## src/fbi_pkg.sv

```systemverilog
package fbi_pkg;
  localparam int CLK_MHZ        = 25;
  localparam int ADDR_W         = 20;
  localparam int DATA_W         = 16;
  localparam int SECT_W         = 6;
  // Times in ns; cycle counts derived at 40 ns per clock.
  localparam int T_ACCESS_NS    = 70;
  localparam int T_SLEEP_EXTRA_NS = 30;
  localparam int T_RP_NS        = 500;
  localparam int T_RH_NS        = 50;
  localparam int T_WP_NS        = 35;
  localparam int T_READY_NS     = 20000;
  localparam int ACC_CYC  = (T_ACCESS_NS * CLK_MHZ + 999) / 1000;
  localparam int RP_CYC   = (T_RP_NS * CLK_MHZ + 999) / 1000;
  localparam int RH_CYC   = (T_RH_NS * CLK_MHZ + 999) / 1000;
  localparam int WP_CYC   = (T_WP_NS * CLK_MHZ + 999) / 1000;
  localparam int READY_CYC = (T_READY_NS * CLK_MHZ + 999) / 1000;
  localparam int CNT_W    = 10;
  // Write setup spans three cycles so the registered sequence table can catch up.
  localparam int WR_SETUP_CYC = 3;
  // Command codes written on the low byte.
  localparam logic [7:0] CMD_UNLOCK1 = 8'haa;
  localparam logic [7:0] CMD_UNLOCK2 = 8'h55;
  localparam logic [7:0] CMD_AUTOSEL = 8'h90;
  localparam logic [7:0] CMD_PROGRAM = 8'ha0;
  localparam logic [7:0] CMD_ERASE   = 8'h80;
  localparam logic [7:0] CMD_CHIP    = 8'h10;
  localparam logic [7:0] CMD_SECTOR  = 8'h30;
  localparam logic [7:0] CMD_RESET   = 8'hf0;
  localparam logic [ADDR_W-1:0] ADDR_UNLOCK1 = 20'h00555;
  localparam logic [ADDR_W-1:0] ADDR_UNLOCK2 = 20'h002aa;
  typedef enum logic [2:0] {
    FBI_OP_READ, FBI_OP_WRITE, FBI_OP_PROGRAM, FBI_OP_CHIP_ERASE,
    FBI_OP_SECT_ERASE, FBI_OP_AUTOSEL, FBI_OP_RESET_CMD, FBI_OP_HW_RESET
  } fbi_op_e;
endpackage

```

## src/fbi_seq_if.sv

```systemverilog
`timescale 1ns/1ps
interface fbi_seq_if;
  import fbi_pkg::*;
  logic [ADDR_W-1:0] addr;
  logic [DATA_W-1:0] data;
  logic              valid;
  logic              last;
  logic [2:0]        idx;
  modport ctl (output idx, input addr, data, valid, last);
  modport rom (input idx, output addr, data, valid, last);
endinterface

```

## src/fbi_seq_rom.sv

```systemverilog
`timescale 1ns/1ps
// Supplies the bus-cycle sequence for each command; a small constant table.
module fbi_seq_rom
  import fbi_pkg::*;
(
  input  wire logic              clk,      // System clock.
  input  wire logic              reset,    // Async reset, active high.
  input  wire fbi_op_e           op,       // Operation latched by controller.
  input  wire logic [ADDR_W-1:0] tgt_addr, // Target or sector address.
  input  wire logic [DATA_W-1:0] tgt_data, // Program data.
  fbi_seq_if.rom                 seq       // Sequence step port.
);
  logic [ADDR_W-1:0] a_d;
  logic [7:0]        c_d;
  logic              l_d;
  logic              v_d;
  logic [DATA_W-1:0] dat_d;

  always_comb begin
    a_d = ADDR_UNLOCK1;
    c_d = CMD_UNLOCK1;
    l_d = 1'b0;
    v_d = 1'b1;
    case (seq.idx)
      3'h0: begin
        if (op == FBI_OP_RESET_CMD) begin
          c_d = CMD_RESET;
          l_d = 1'b1;
        end else if (op == FBI_OP_WRITE) begin
          a_d = tgt_addr;
          l_d = 1'b1;
        end
      end
      3'h1: begin
        a_d = ADDR_UNLOCK2;
        c_d = CMD_UNLOCK2;
      end
      3'h2: begin
        case (op)
          FBI_OP_PROGRAM: c_d = CMD_PROGRAM;
          FBI_OP_AUTOSEL: begin
            c_d = CMD_AUTOSEL;
            l_d = 1'b1;
          end
          default:        c_d = CMD_ERASE;
        endcase
      end
      3'h3: begin
        if (op == FBI_OP_PROGRAM) begin
          a_d = tgt_addr;
          l_d = 1'b1;
        end
      end
      3'h4: begin
        a_d = ADDR_UNLOCK2;
        c_d = CMD_UNLOCK2;
      end
      3'h5: begin
        l_d = 1'b1;
        if (op == FBI_OP_SECT_ERASE) begin
          a_d = tgt_addr;
          c_d = CMD_SECTOR;
        end else begin
          c_d = CMD_CHIP;
        end
      end
      default: v_d = 1'b0;
    endcase
    // A single raw write carries the user's own data, like the program step.
    dat_d = ((op == FBI_OP_PROGRAM && seq.idx == 3'h3) ||
             (op == FBI_OP_WRITE && seq.idx == 3'h0)) ? tgt_data : {8'h00, c_d};
  end

  always_ff @(posedge clk or posedge reset) begin
    if (reset) begin
      seq.addr  <= '0;
      seq.data  <= '0;
      seq.last  <= 1'b0;
      seq.valid <= 1'b0;
    end else begin
      seq.addr  <= a_d;
      seq.data  <= dat_d;
      seq.last  <= l_d;
      seq.valid <= v_d;
    end
  end
endmodule // fbi_seq_rom

```

## src/fbi_host_ctrl.sv

```systemverilog
`timescale 1ns/1ps
// Functional notes
// - Read: chip select, gate low, strobe high.
// - Write: strobe, select low, gate high.
// - Reads during operations return status bits.
// - Host restarts operations a reset interrupted; the controller only flags them on interrupted and does not redo them.
// - Wait recovery time after reset rises.
// - High-voltage pin qualifier enters auto-select.
// - Auto-select reachable through command sequence.
module fbi_host_ctrl
  import fbi_pkg::*;
(
  input  wire logic              clk,          // System clock, 25 MHz.
  input  wire logic              reset,        // Async reset, active high.
  input  wire logic              req_valid,    // Request strobe.
  output logic                   req_ready,    // Controller idle, request taken.
  input  wire fbi_op_e           req_op,       // Requested operation.
  input  wire logic [ADDR_W-1:0] req_addr,     // Address or sector address.
  input  wire logic [DATA_W-1:0] req_data,     // Program data.
  input  wire logic              req_byte,     // One selects byte width.
  input  wire logic              req_id_hv,    // Read with high-voltage qualifier.
  output logic                   rsp_valid,    // Read data valid pulse.
  output logic [DATA_W-1:0]      rsp_data,     // Read data.
  output logic                   busy,         // Device busy or resetting.
  output logic                   interrupted,  // Operation cut by reset; redo it.
  output logic [ADDR_W-1:0]      flash_addr,   // Address pins.
  output logic [DATA_W-1:0]      flash_dq_o,   // Data pins, out.
  output logic                   flash_dq_oe,  // Data pins, drive enable.
  input  wire logic [DATA_W-1:0] flash_dq_i,   // Data pins, in.
  output logic                   flash_ce_n,   // Chip select.
  output logic                   flash_oe_n,   // Output gate.
  output logic                   flash_we_n,   // Write strobe.
  output logic                   width_word,   // Width select, high is word.
  output logic                   flash_reset_n,// Device hardware reset.
  output logic                   id_hv_qual,   // High-voltage qualifier on pin.
  input  wire logic              ready_busy_n  // Device ready, low is busy.
);
  typedef enum logic [3:0] {
    ST_IDLE, ST_RD_SETUP, ST_RD_WAIT, ST_WR_SETUP, ST_WR_PULSE, ST_WR_HOLD,
    ST_RST_LOW, ST_RST_REC
  } fbi_st_e;

  fbi_st_e          st_q, st_d;
  fbi_op_e          op_q;
  logic [ADDR_W-1:0] addr_q;
  logic [DATA_W-1:0] data_q;
  logic             byte_q, hv_q;
  logic [CNT_W-1:0] cnt_q;
  logic [15:0]      rdy_cnt_q;
  logic [1:0]       rb_sync_q;
  logic [DATA_W-1:0] dq_s1_q, dq_s2_q;
  logic             active_op_q;
  fbi_seq_if        seq ();
  logic [2:0]       idx_q;

  assign seq.idx = idx_q;

  fbi_seq_rom u_rom (
    .clk      (clk),
    .reset    (reset),
    .op       (op_q),
    .tgt_addr (addr_q),
    .tgt_data (data_q),
    .seq      (seq)
  );

  wire rb_ready  = rb_sync_q[1];
  wire take      = req_valid && req_ready;
  wire cnt_done  = (cnt_q == '0);
  wire is_write_op = (req_op != FBI_OP_READ) && (req_op != FBI_OP_HW_RESET);

  function automatic logic [CNT_W-1:0] cyc(input int n);
    return CNT_W'(n - 1);
  endfunction

  assign req_ready = (st_q == ST_IDLE);
  // Bus pins derived from state so that read and write never overlap.
  assign flash_ce_n = !(st_q inside {ST_RD_SETUP, ST_RD_WAIT, ST_WR_PULSE});
  assign flash_oe_n = !(st_q inside {ST_RD_SETUP, ST_RD_WAIT});
  assign flash_we_n = (st_q != ST_WR_PULSE);
  assign flash_dq_oe = (st_q inside {ST_WR_SETUP, ST_WR_PULSE, ST_WR_HOLD});
  assign flash_reset_n = (st_q != ST_RST_LOW);
  assign width_word = !byte_q;
  assign id_hv_qual = hv_q && (st_q inside {ST_RD_SETUP, ST_RD_WAIT});
  assign busy = !rb_ready || (st_q inside {ST_RST_LOW, ST_RST_REC});

  always_comb begin
    st_d = st_q;
    case (st_q)
      ST_IDLE: begin
        if (take) begin
          if (req_op == FBI_OP_HW_RESET)
            st_d = ST_RST_LOW;
          else if (is_write_op)
            st_d = ST_WR_SETUP;
          else
            st_d = ST_RD_SETUP;
        end
      end
      ST_RD_SETUP: st_d = ST_RD_WAIT;
      ST_RD_WAIT:  if (cnt_done) st_d = ST_IDLE;
      ST_WR_SETUP: if (cnt_done) st_d = ST_WR_PULSE;
      ST_WR_PULSE: if (cnt_done) st_d = ST_WR_HOLD;
      ST_WR_HOLD:  st_d = seq.last ? ST_IDLE : ST_WR_SETUP;
      ST_RST_LOW:  if (cnt_done) st_d = ST_RST_REC;
      ST_RST_REC:  if (cnt_done) st_d = ST_IDLE;
      default:     st_d = ST_IDLE;
    endcase
  end

  always_ff @(posedge clk or posedge reset) begin
    if (reset) begin
      rb_sync_q <= 2'b11;
      dq_s1_q   <= '0;
      dq_s2_q   <= '0;
    end else begin
      rb_sync_q <= {rb_sync_q[0], ready_busy_n};
      dq_s1_q   <= flash_dq_i;
      dq_s2_q   <= dq_s1_q;
    end
  end

  always_ff @(posedge clk or posedge reset) begin
    if (reset) begin
      st_q <= ST_IDLE;
      op_q <= FBI_OP_READ;
      addr_q <= '0;
      data_q <= '0;
      byte_q <= 1'b0;
      hv_q <= 1'b0;
      idx_q <= 3'h0;
    end else begin
      st_q <= st_d;
      if (take) begin
        op_q   <= req_op;
        addr_q <= req_addr;
        data_q <= req_data;
        byte_q <= req_byte;
        hv_q   <= req_id_hv && (req_op == FBI_OP_READ);
        idx_q  <= 3'h0;
      end else if (st_q == ST_WR_HOLD) begin
        idx_q <= idx_q + 3'h1;
      end
    end
  end

  always_ff @(posedge clk or posedge reset) begin
    if (reset) begin
      cnt_q <= '0;
    end else if (st_d != st_q) begin
      case (st_d)
        ST_RD_WAIT:  cnt_q <= cyc(ACC_CYC + 2); // Covers the input synchroniser.
        ST_WR_SETUP: cnt_q <= cyc(WR_SETUP_CYC);
        ST_WR_PULSE: cnt_q <= cyc(WP_CYC);
        ST_RST_LOW:  cnt_q <= cyc(RP_CYC);
        ST_RST_REC:  cnt_q <= cyc(RH_CYC);
        default:     cnt_q <= '0;
      endcase
    end else if (!cnt_done) begin
      cnt_q <= cnt_q - CNT_W'(1);
    end
  end

  // Address and data held through the whole cycle; address stays put so
  // the device may sleep yet still show the last data.
  always_ff @(posedge clk or posedge reset) begin
    if (reset) begin
      flash_addr <= '0;
      flash_dq_o <= '0;
    end else if (st_d == ST_RD_SETUP) begin
      flash_addr <= req_addr;
    end else if (st_q == ST_WR_SETUP && cnt_q == CNT_W'(1) && seq.valid) begin
      // The table answers one cycle after the step index moves, so the pins
      // load in the middle setup cycle and still get a full cycle of setup.
      flash_addr <= seq.addr;
      flash_dq_o <= byte_q ? {8'h00, seq.data[7:0]} : seq.data;
    end
  end

  always_ff @(posedge clk or posedge reset) begin
    if (reset) begin
      rsp_valid <= 1'b0;
      rsp_data  <= '0;
    end else begin
      rsp_valid <= (st_q == ST_RD_WAIT) && cnt_done;
      if ((st_q == ST_RD_WAIT) && cnt_done)
        rsp_data <= byte_q ? {8'h00, dq_s2_q[7:0]} : dq_s2_q;
    end
  end

  // A reset that lands while the device is busy loses the operation.
  always_ff @(posedge clk or posedge reset) begin
    if (reset) begin
      active_op_q <= 1'b0;
      interrupted <= 1'b0;
      rdy_cnt_q   <= '0;
    end else begin
      if (st_q == ST_WR_HOLD && seq.last &&
          op_q inside {FBI_OP_PROGRAM, FBI_OP_CHIP_ERASE, FBI_OP_SECT_ERASE})
        active_op_q <= 1'b1;
      else if (rb_ready && rdy_cnt_q == 16'h0000 && st_q == ST_IDLE)
        active_op_q <= 1'b0;
      if (st_q == ST_WR_HOLD && seq.last)
        rdy_cnt_q <= 16'h0004;
      else if (rdy_cnt_q != 16'h0000)
        rdy_cnt_q <= rdy_cnt_q - 16'h0001;
      if (st_q == ST_RST_LOW && active_op_q)
        interrupted <= 1'b1;
      else if (take && req_op != FBI_OP_HW_RESET)
        interrupted <= 1'b0;
    end
  end
endmodule // fbi_host_ctrl

```

## config.mk

```make
export PLATFORM = sky130hd
export DESIGN_NAME = fbi_host_ctrl
export DESIGN_NICKNAME = d
export VERILOG_FILES = /design/src/fbi_pkg.sv /design/src/fbi_seq_if.sv /design/src/fbi_seq_rom.sv /design/src/fbi_host_ctrl.sv
export SDC_FILE = /design/constraint.sdc
export NUM_CORES = 1
export LEC_CHECK = 0
export BUFFER_PORTS_ARGS = -buffer_cell sky130_fd_sc_hd__buf_2
export CAP_MARGIN = 20
export CORE_ASPECT_RATIO = 1.4
export CORE_MARGIN = 5
export CORE_UTILIZATION = 53
export CTS_CLUSTER_SIZE = 25
export DETAILED_ROUTE_END_ITERATION = 8
export GPL_TIMING_DRIVEN = 0
export PLACE_DENSITY = 0.75
export SETUP_SLACK_MARGIN = 0.3
export SLEW_MARGIN = 10
export SYNTH_ARGS = -nofsm -noshare
export SYNTH_HDL_FRONTEND = slang
export SYNTH_SLANG_ARGS = --single-unit
```

## constraint.sdc

```tcl
create_clock -name clk -period 7.2 [get_ports clk]
set_input_delay 0.36 -clock clk [delete_from_list [all_inputs] [get_ports clk]]
set_output_delay 0.36 -clock clk [all_outputs]
set_load 0.02 [all_outputs]
```

==> metrics.txt <==
met1 global-route usage=between 20 and 30%; ys async rst share=100.0%; R2R setup slack=roughly 4.4 ns; outcome=finished, final reports clean; leakage=about 5.0 nW; Site Rows=between 50 and 60; later-pin clock latency in the skew report=0.48 ns; DR WL/cell=15.59 um; top cell family by delay on the critical path=buffers and inverters; flops & latches, synth=around 200; Setup TNS=0 ns; post-synthesis instance area=about 8000 um2; Multi-input gate area=2841 um2; post-layout instance area=around 9900 um2; clk root buf=clkbuf_16; post-synth top area share=61.25%; type of the worst setup path=reg2reg; biggest cell delay along the critical path=0.49 ns; GRT Util Overall=between 20 and 25%; GP Congestion=approximately 0.85; placed inst area=9021 um2; Reg-to-Reg Start=idx_q[2]; library cells used by synthesis=between 50 and 60; unrepaired setup endpoints after global routing=false; die width=approximately 110 um; HP Class=in2reg; Most common cell on crit path=clkbuf_1; final HPWL from detailed placement=approximately 12000 um; TritonCTS clock tree=yes; Hold EP=data_q[11]; Peak VDD IR=0.2129 mV; nets@finish=~1000; Routed Wire Length=~18000 um; number of flops mapped to enable cells by yosys=0; worst reg-to-reg path cell count=9; syn_area_per_cell=10.28 um2; clk slew on worst S/H paths=around 0.07 ns; CP Capture Type=flop; initial antenna violation count=2; main area contributors after synthesis=dfrtp_1, nand2_1, a22o_1; register area share after synthesis=between 60 and 70%; total number of vias=approximately 6100; PwrDens=about 410 nW/um2; R2R Path End=u_rom.seq.addr[3]; ANT nets after route=0; Post-Syn Instances=between 700 and 800; Req. time, crit path=around 7.5 ns; crit path launch type=flop; count leader, synth=nand2_1; area delta synth->final=21.25%; post-synthesis net count=860; DRC=0; fin util=65.49%; CP bufs+invs=4; CP arrival=about 3.2 ns; Core Region=about 15000 um2; first-iteration detailed-routing DRC count=slightly above 500; Hold Path Origin=req_data[11]; global routing usage on met3=3.327%; Rel. slew slack=between 20% and 30%; CP max stage cell=o21ai_0; total clock sinks=~200; Die Height=about 160 um; final hold vios=0; worst-case clock buffer depth=3; pin count of the biggest net entering global routing=~120; Clock H-tree levels=1; met2 usage=a little over a third; most frequent cells after synthesis=nand2_1, dfrtp_1, nor2_1, o21ai_0, clkbuf_1; TritonRoute pass-1 iters=4; Yosys top cell by area=dfrtp_1; Worst Hold Slack=roughly 0.068 ns; final setup vio count=0; Max-cap violations=0; Yosys warnings=0; CP Cell Sequence=clkbuf_1, inv_1, ha_1, clkbuf_1, a21oi_1, o21ai_0, clkbuf_1, nand2_1, nand2_1; fill cell count=about 1200; share of post-route cells with drive strength above 1=18.82%; die area=17950 um2; CP Max Fanout=10; Initial Utilization=54.01%; main flop type after synthesis=dfrtp_1; max frequency=between 300 and 400 MHz; grt total ovfl=0; Final Skew=just under 0.007 ns; DR vias/cell=~5.2; register area=~5000 um2; CTS buffer count=19; worst slew pin tran=approximately 1.0 ns; final slew viol count=0; fin crit period=~2.8 ns; IO Pins=124; number of global-route vias before repair=around 6100; Tcrit/Tclk final=39.38%; Top Usage Layer GRT=met2; first-pass GRT wire length=slightly below 30000 um; hold path depth=3; Port Buffers=between 100 and 150
==> through the flow <==
stage               instances  power [mW]  worst slack [ns]
finish                   1160       4.028             4.365
global route             1159       4.300             4.145
CTS                      1159       4.061             4.361
detailed placement       1107       3.007             4.374
global placement         1106       2.957           -0.6600
floorplan                 791       2.612             1.361
==> cell families (layout without fill, tap and decap cells) <==
family          after synthesis  after routing  share of synthesized area, %
compound gates              126            126                         10.45
mux                           5              5                        0.6463
buf+inv                      56            232                         3.155
flops                       201            201                         61.90
fa+ha+maj                     8              8                         1.231
xor+xnor                     18             18                         1.939
simple gates                376            376                         20.64
other cells                   1              2                       0.04612
==> worst min-delay path, delay by kind of cell <==
family                 cells  cell delay [ns]
AND/OR/NAND/NOR            2             0.08
buffers and inverters      1             0.07
==> cells in the final DEF (no fill, tap or decap), types with 14 or more instances in the layout <==
master and n:
a21o_1 21, a21oi_1 19, a22o_1 22, and2_1 14
buf_2 130, clkbuf_1 27, clkbuf_16 19, dfrtp_1 199
dlygate4sd3_1 18, inv_1 16, nand2_1 217, nand3_1 23
nor2_1 51, nor3_1 14, o21ai_0 29
==> sequential cells by signal, summed over array words and instances, names as in the netlist, 16 cells and up <==
signal / cells
rsp_data: 16
dq_s1_q: 16
dq_s2_q: 16
addr_q: 20
flash_dq_o: 16
u_rom.seq.data: 16
u_rom.seq.addr: 20
rdy_cnt_q: 16
flash_addr: 20
data_q: 16
==> cell type report <==
cell class                 instances  share of cell area, %
buffer                            37                  1.878
inverter                          19                 0.7996
clock buffer                      27                  5.635
clock inverter                     7                  1.003
sequential                       201                  51.05
tap                              192                  2.437
antenna                            1                0.02538
multi-input combinational        534                  28.82
timing repair buffer             142                  8.351
==> worst max-delay path by stage <==
stage / start / cells after the start / to
after floorplan: reset / 1 / active_op_q
after global placement: reset / 2 / data_q[11]
after detailed placement: idx_q[2] / 9 / u_rom.seq.addr[5]
after CTS: idx_q[2] / 9 / u_rom.seq.addr[3]
after global routing: cnt_q[0] / 9 / flash_addr[8]
final: idx_q[2] / 9 / u_rom.seq.addr[3]
==> power breakdown <==
| group | total [mW] | switching, mW | internal (mW) |
|---|---|---|---|
| registers | 1.71 | 0.213 | 1.49 |
| clock network | 1.03 | 0.417 | 0.614 |
| logic | 1.29 | 0.805 | 0.487 |
| total | 4.03 | 1.44 | 2.59 |
==> per-layer routing <==
layer | wire length [um] | up-vias
met1 | 7324 | 2942
met2 | 9419 | 140
met5 | 21 | -
met4 | 435 | 4
li1 | - | 2959
met3 | 882 | 38
==> repair_timing <==
action | in CTS | in global routing
gates resized for setup | 0 | 0
hold buffers | 18 | 0
buffers inserted | 0 | 0
endpoints found under the hold margin | 94 | 0
Power figures use the tool's default switching activity.
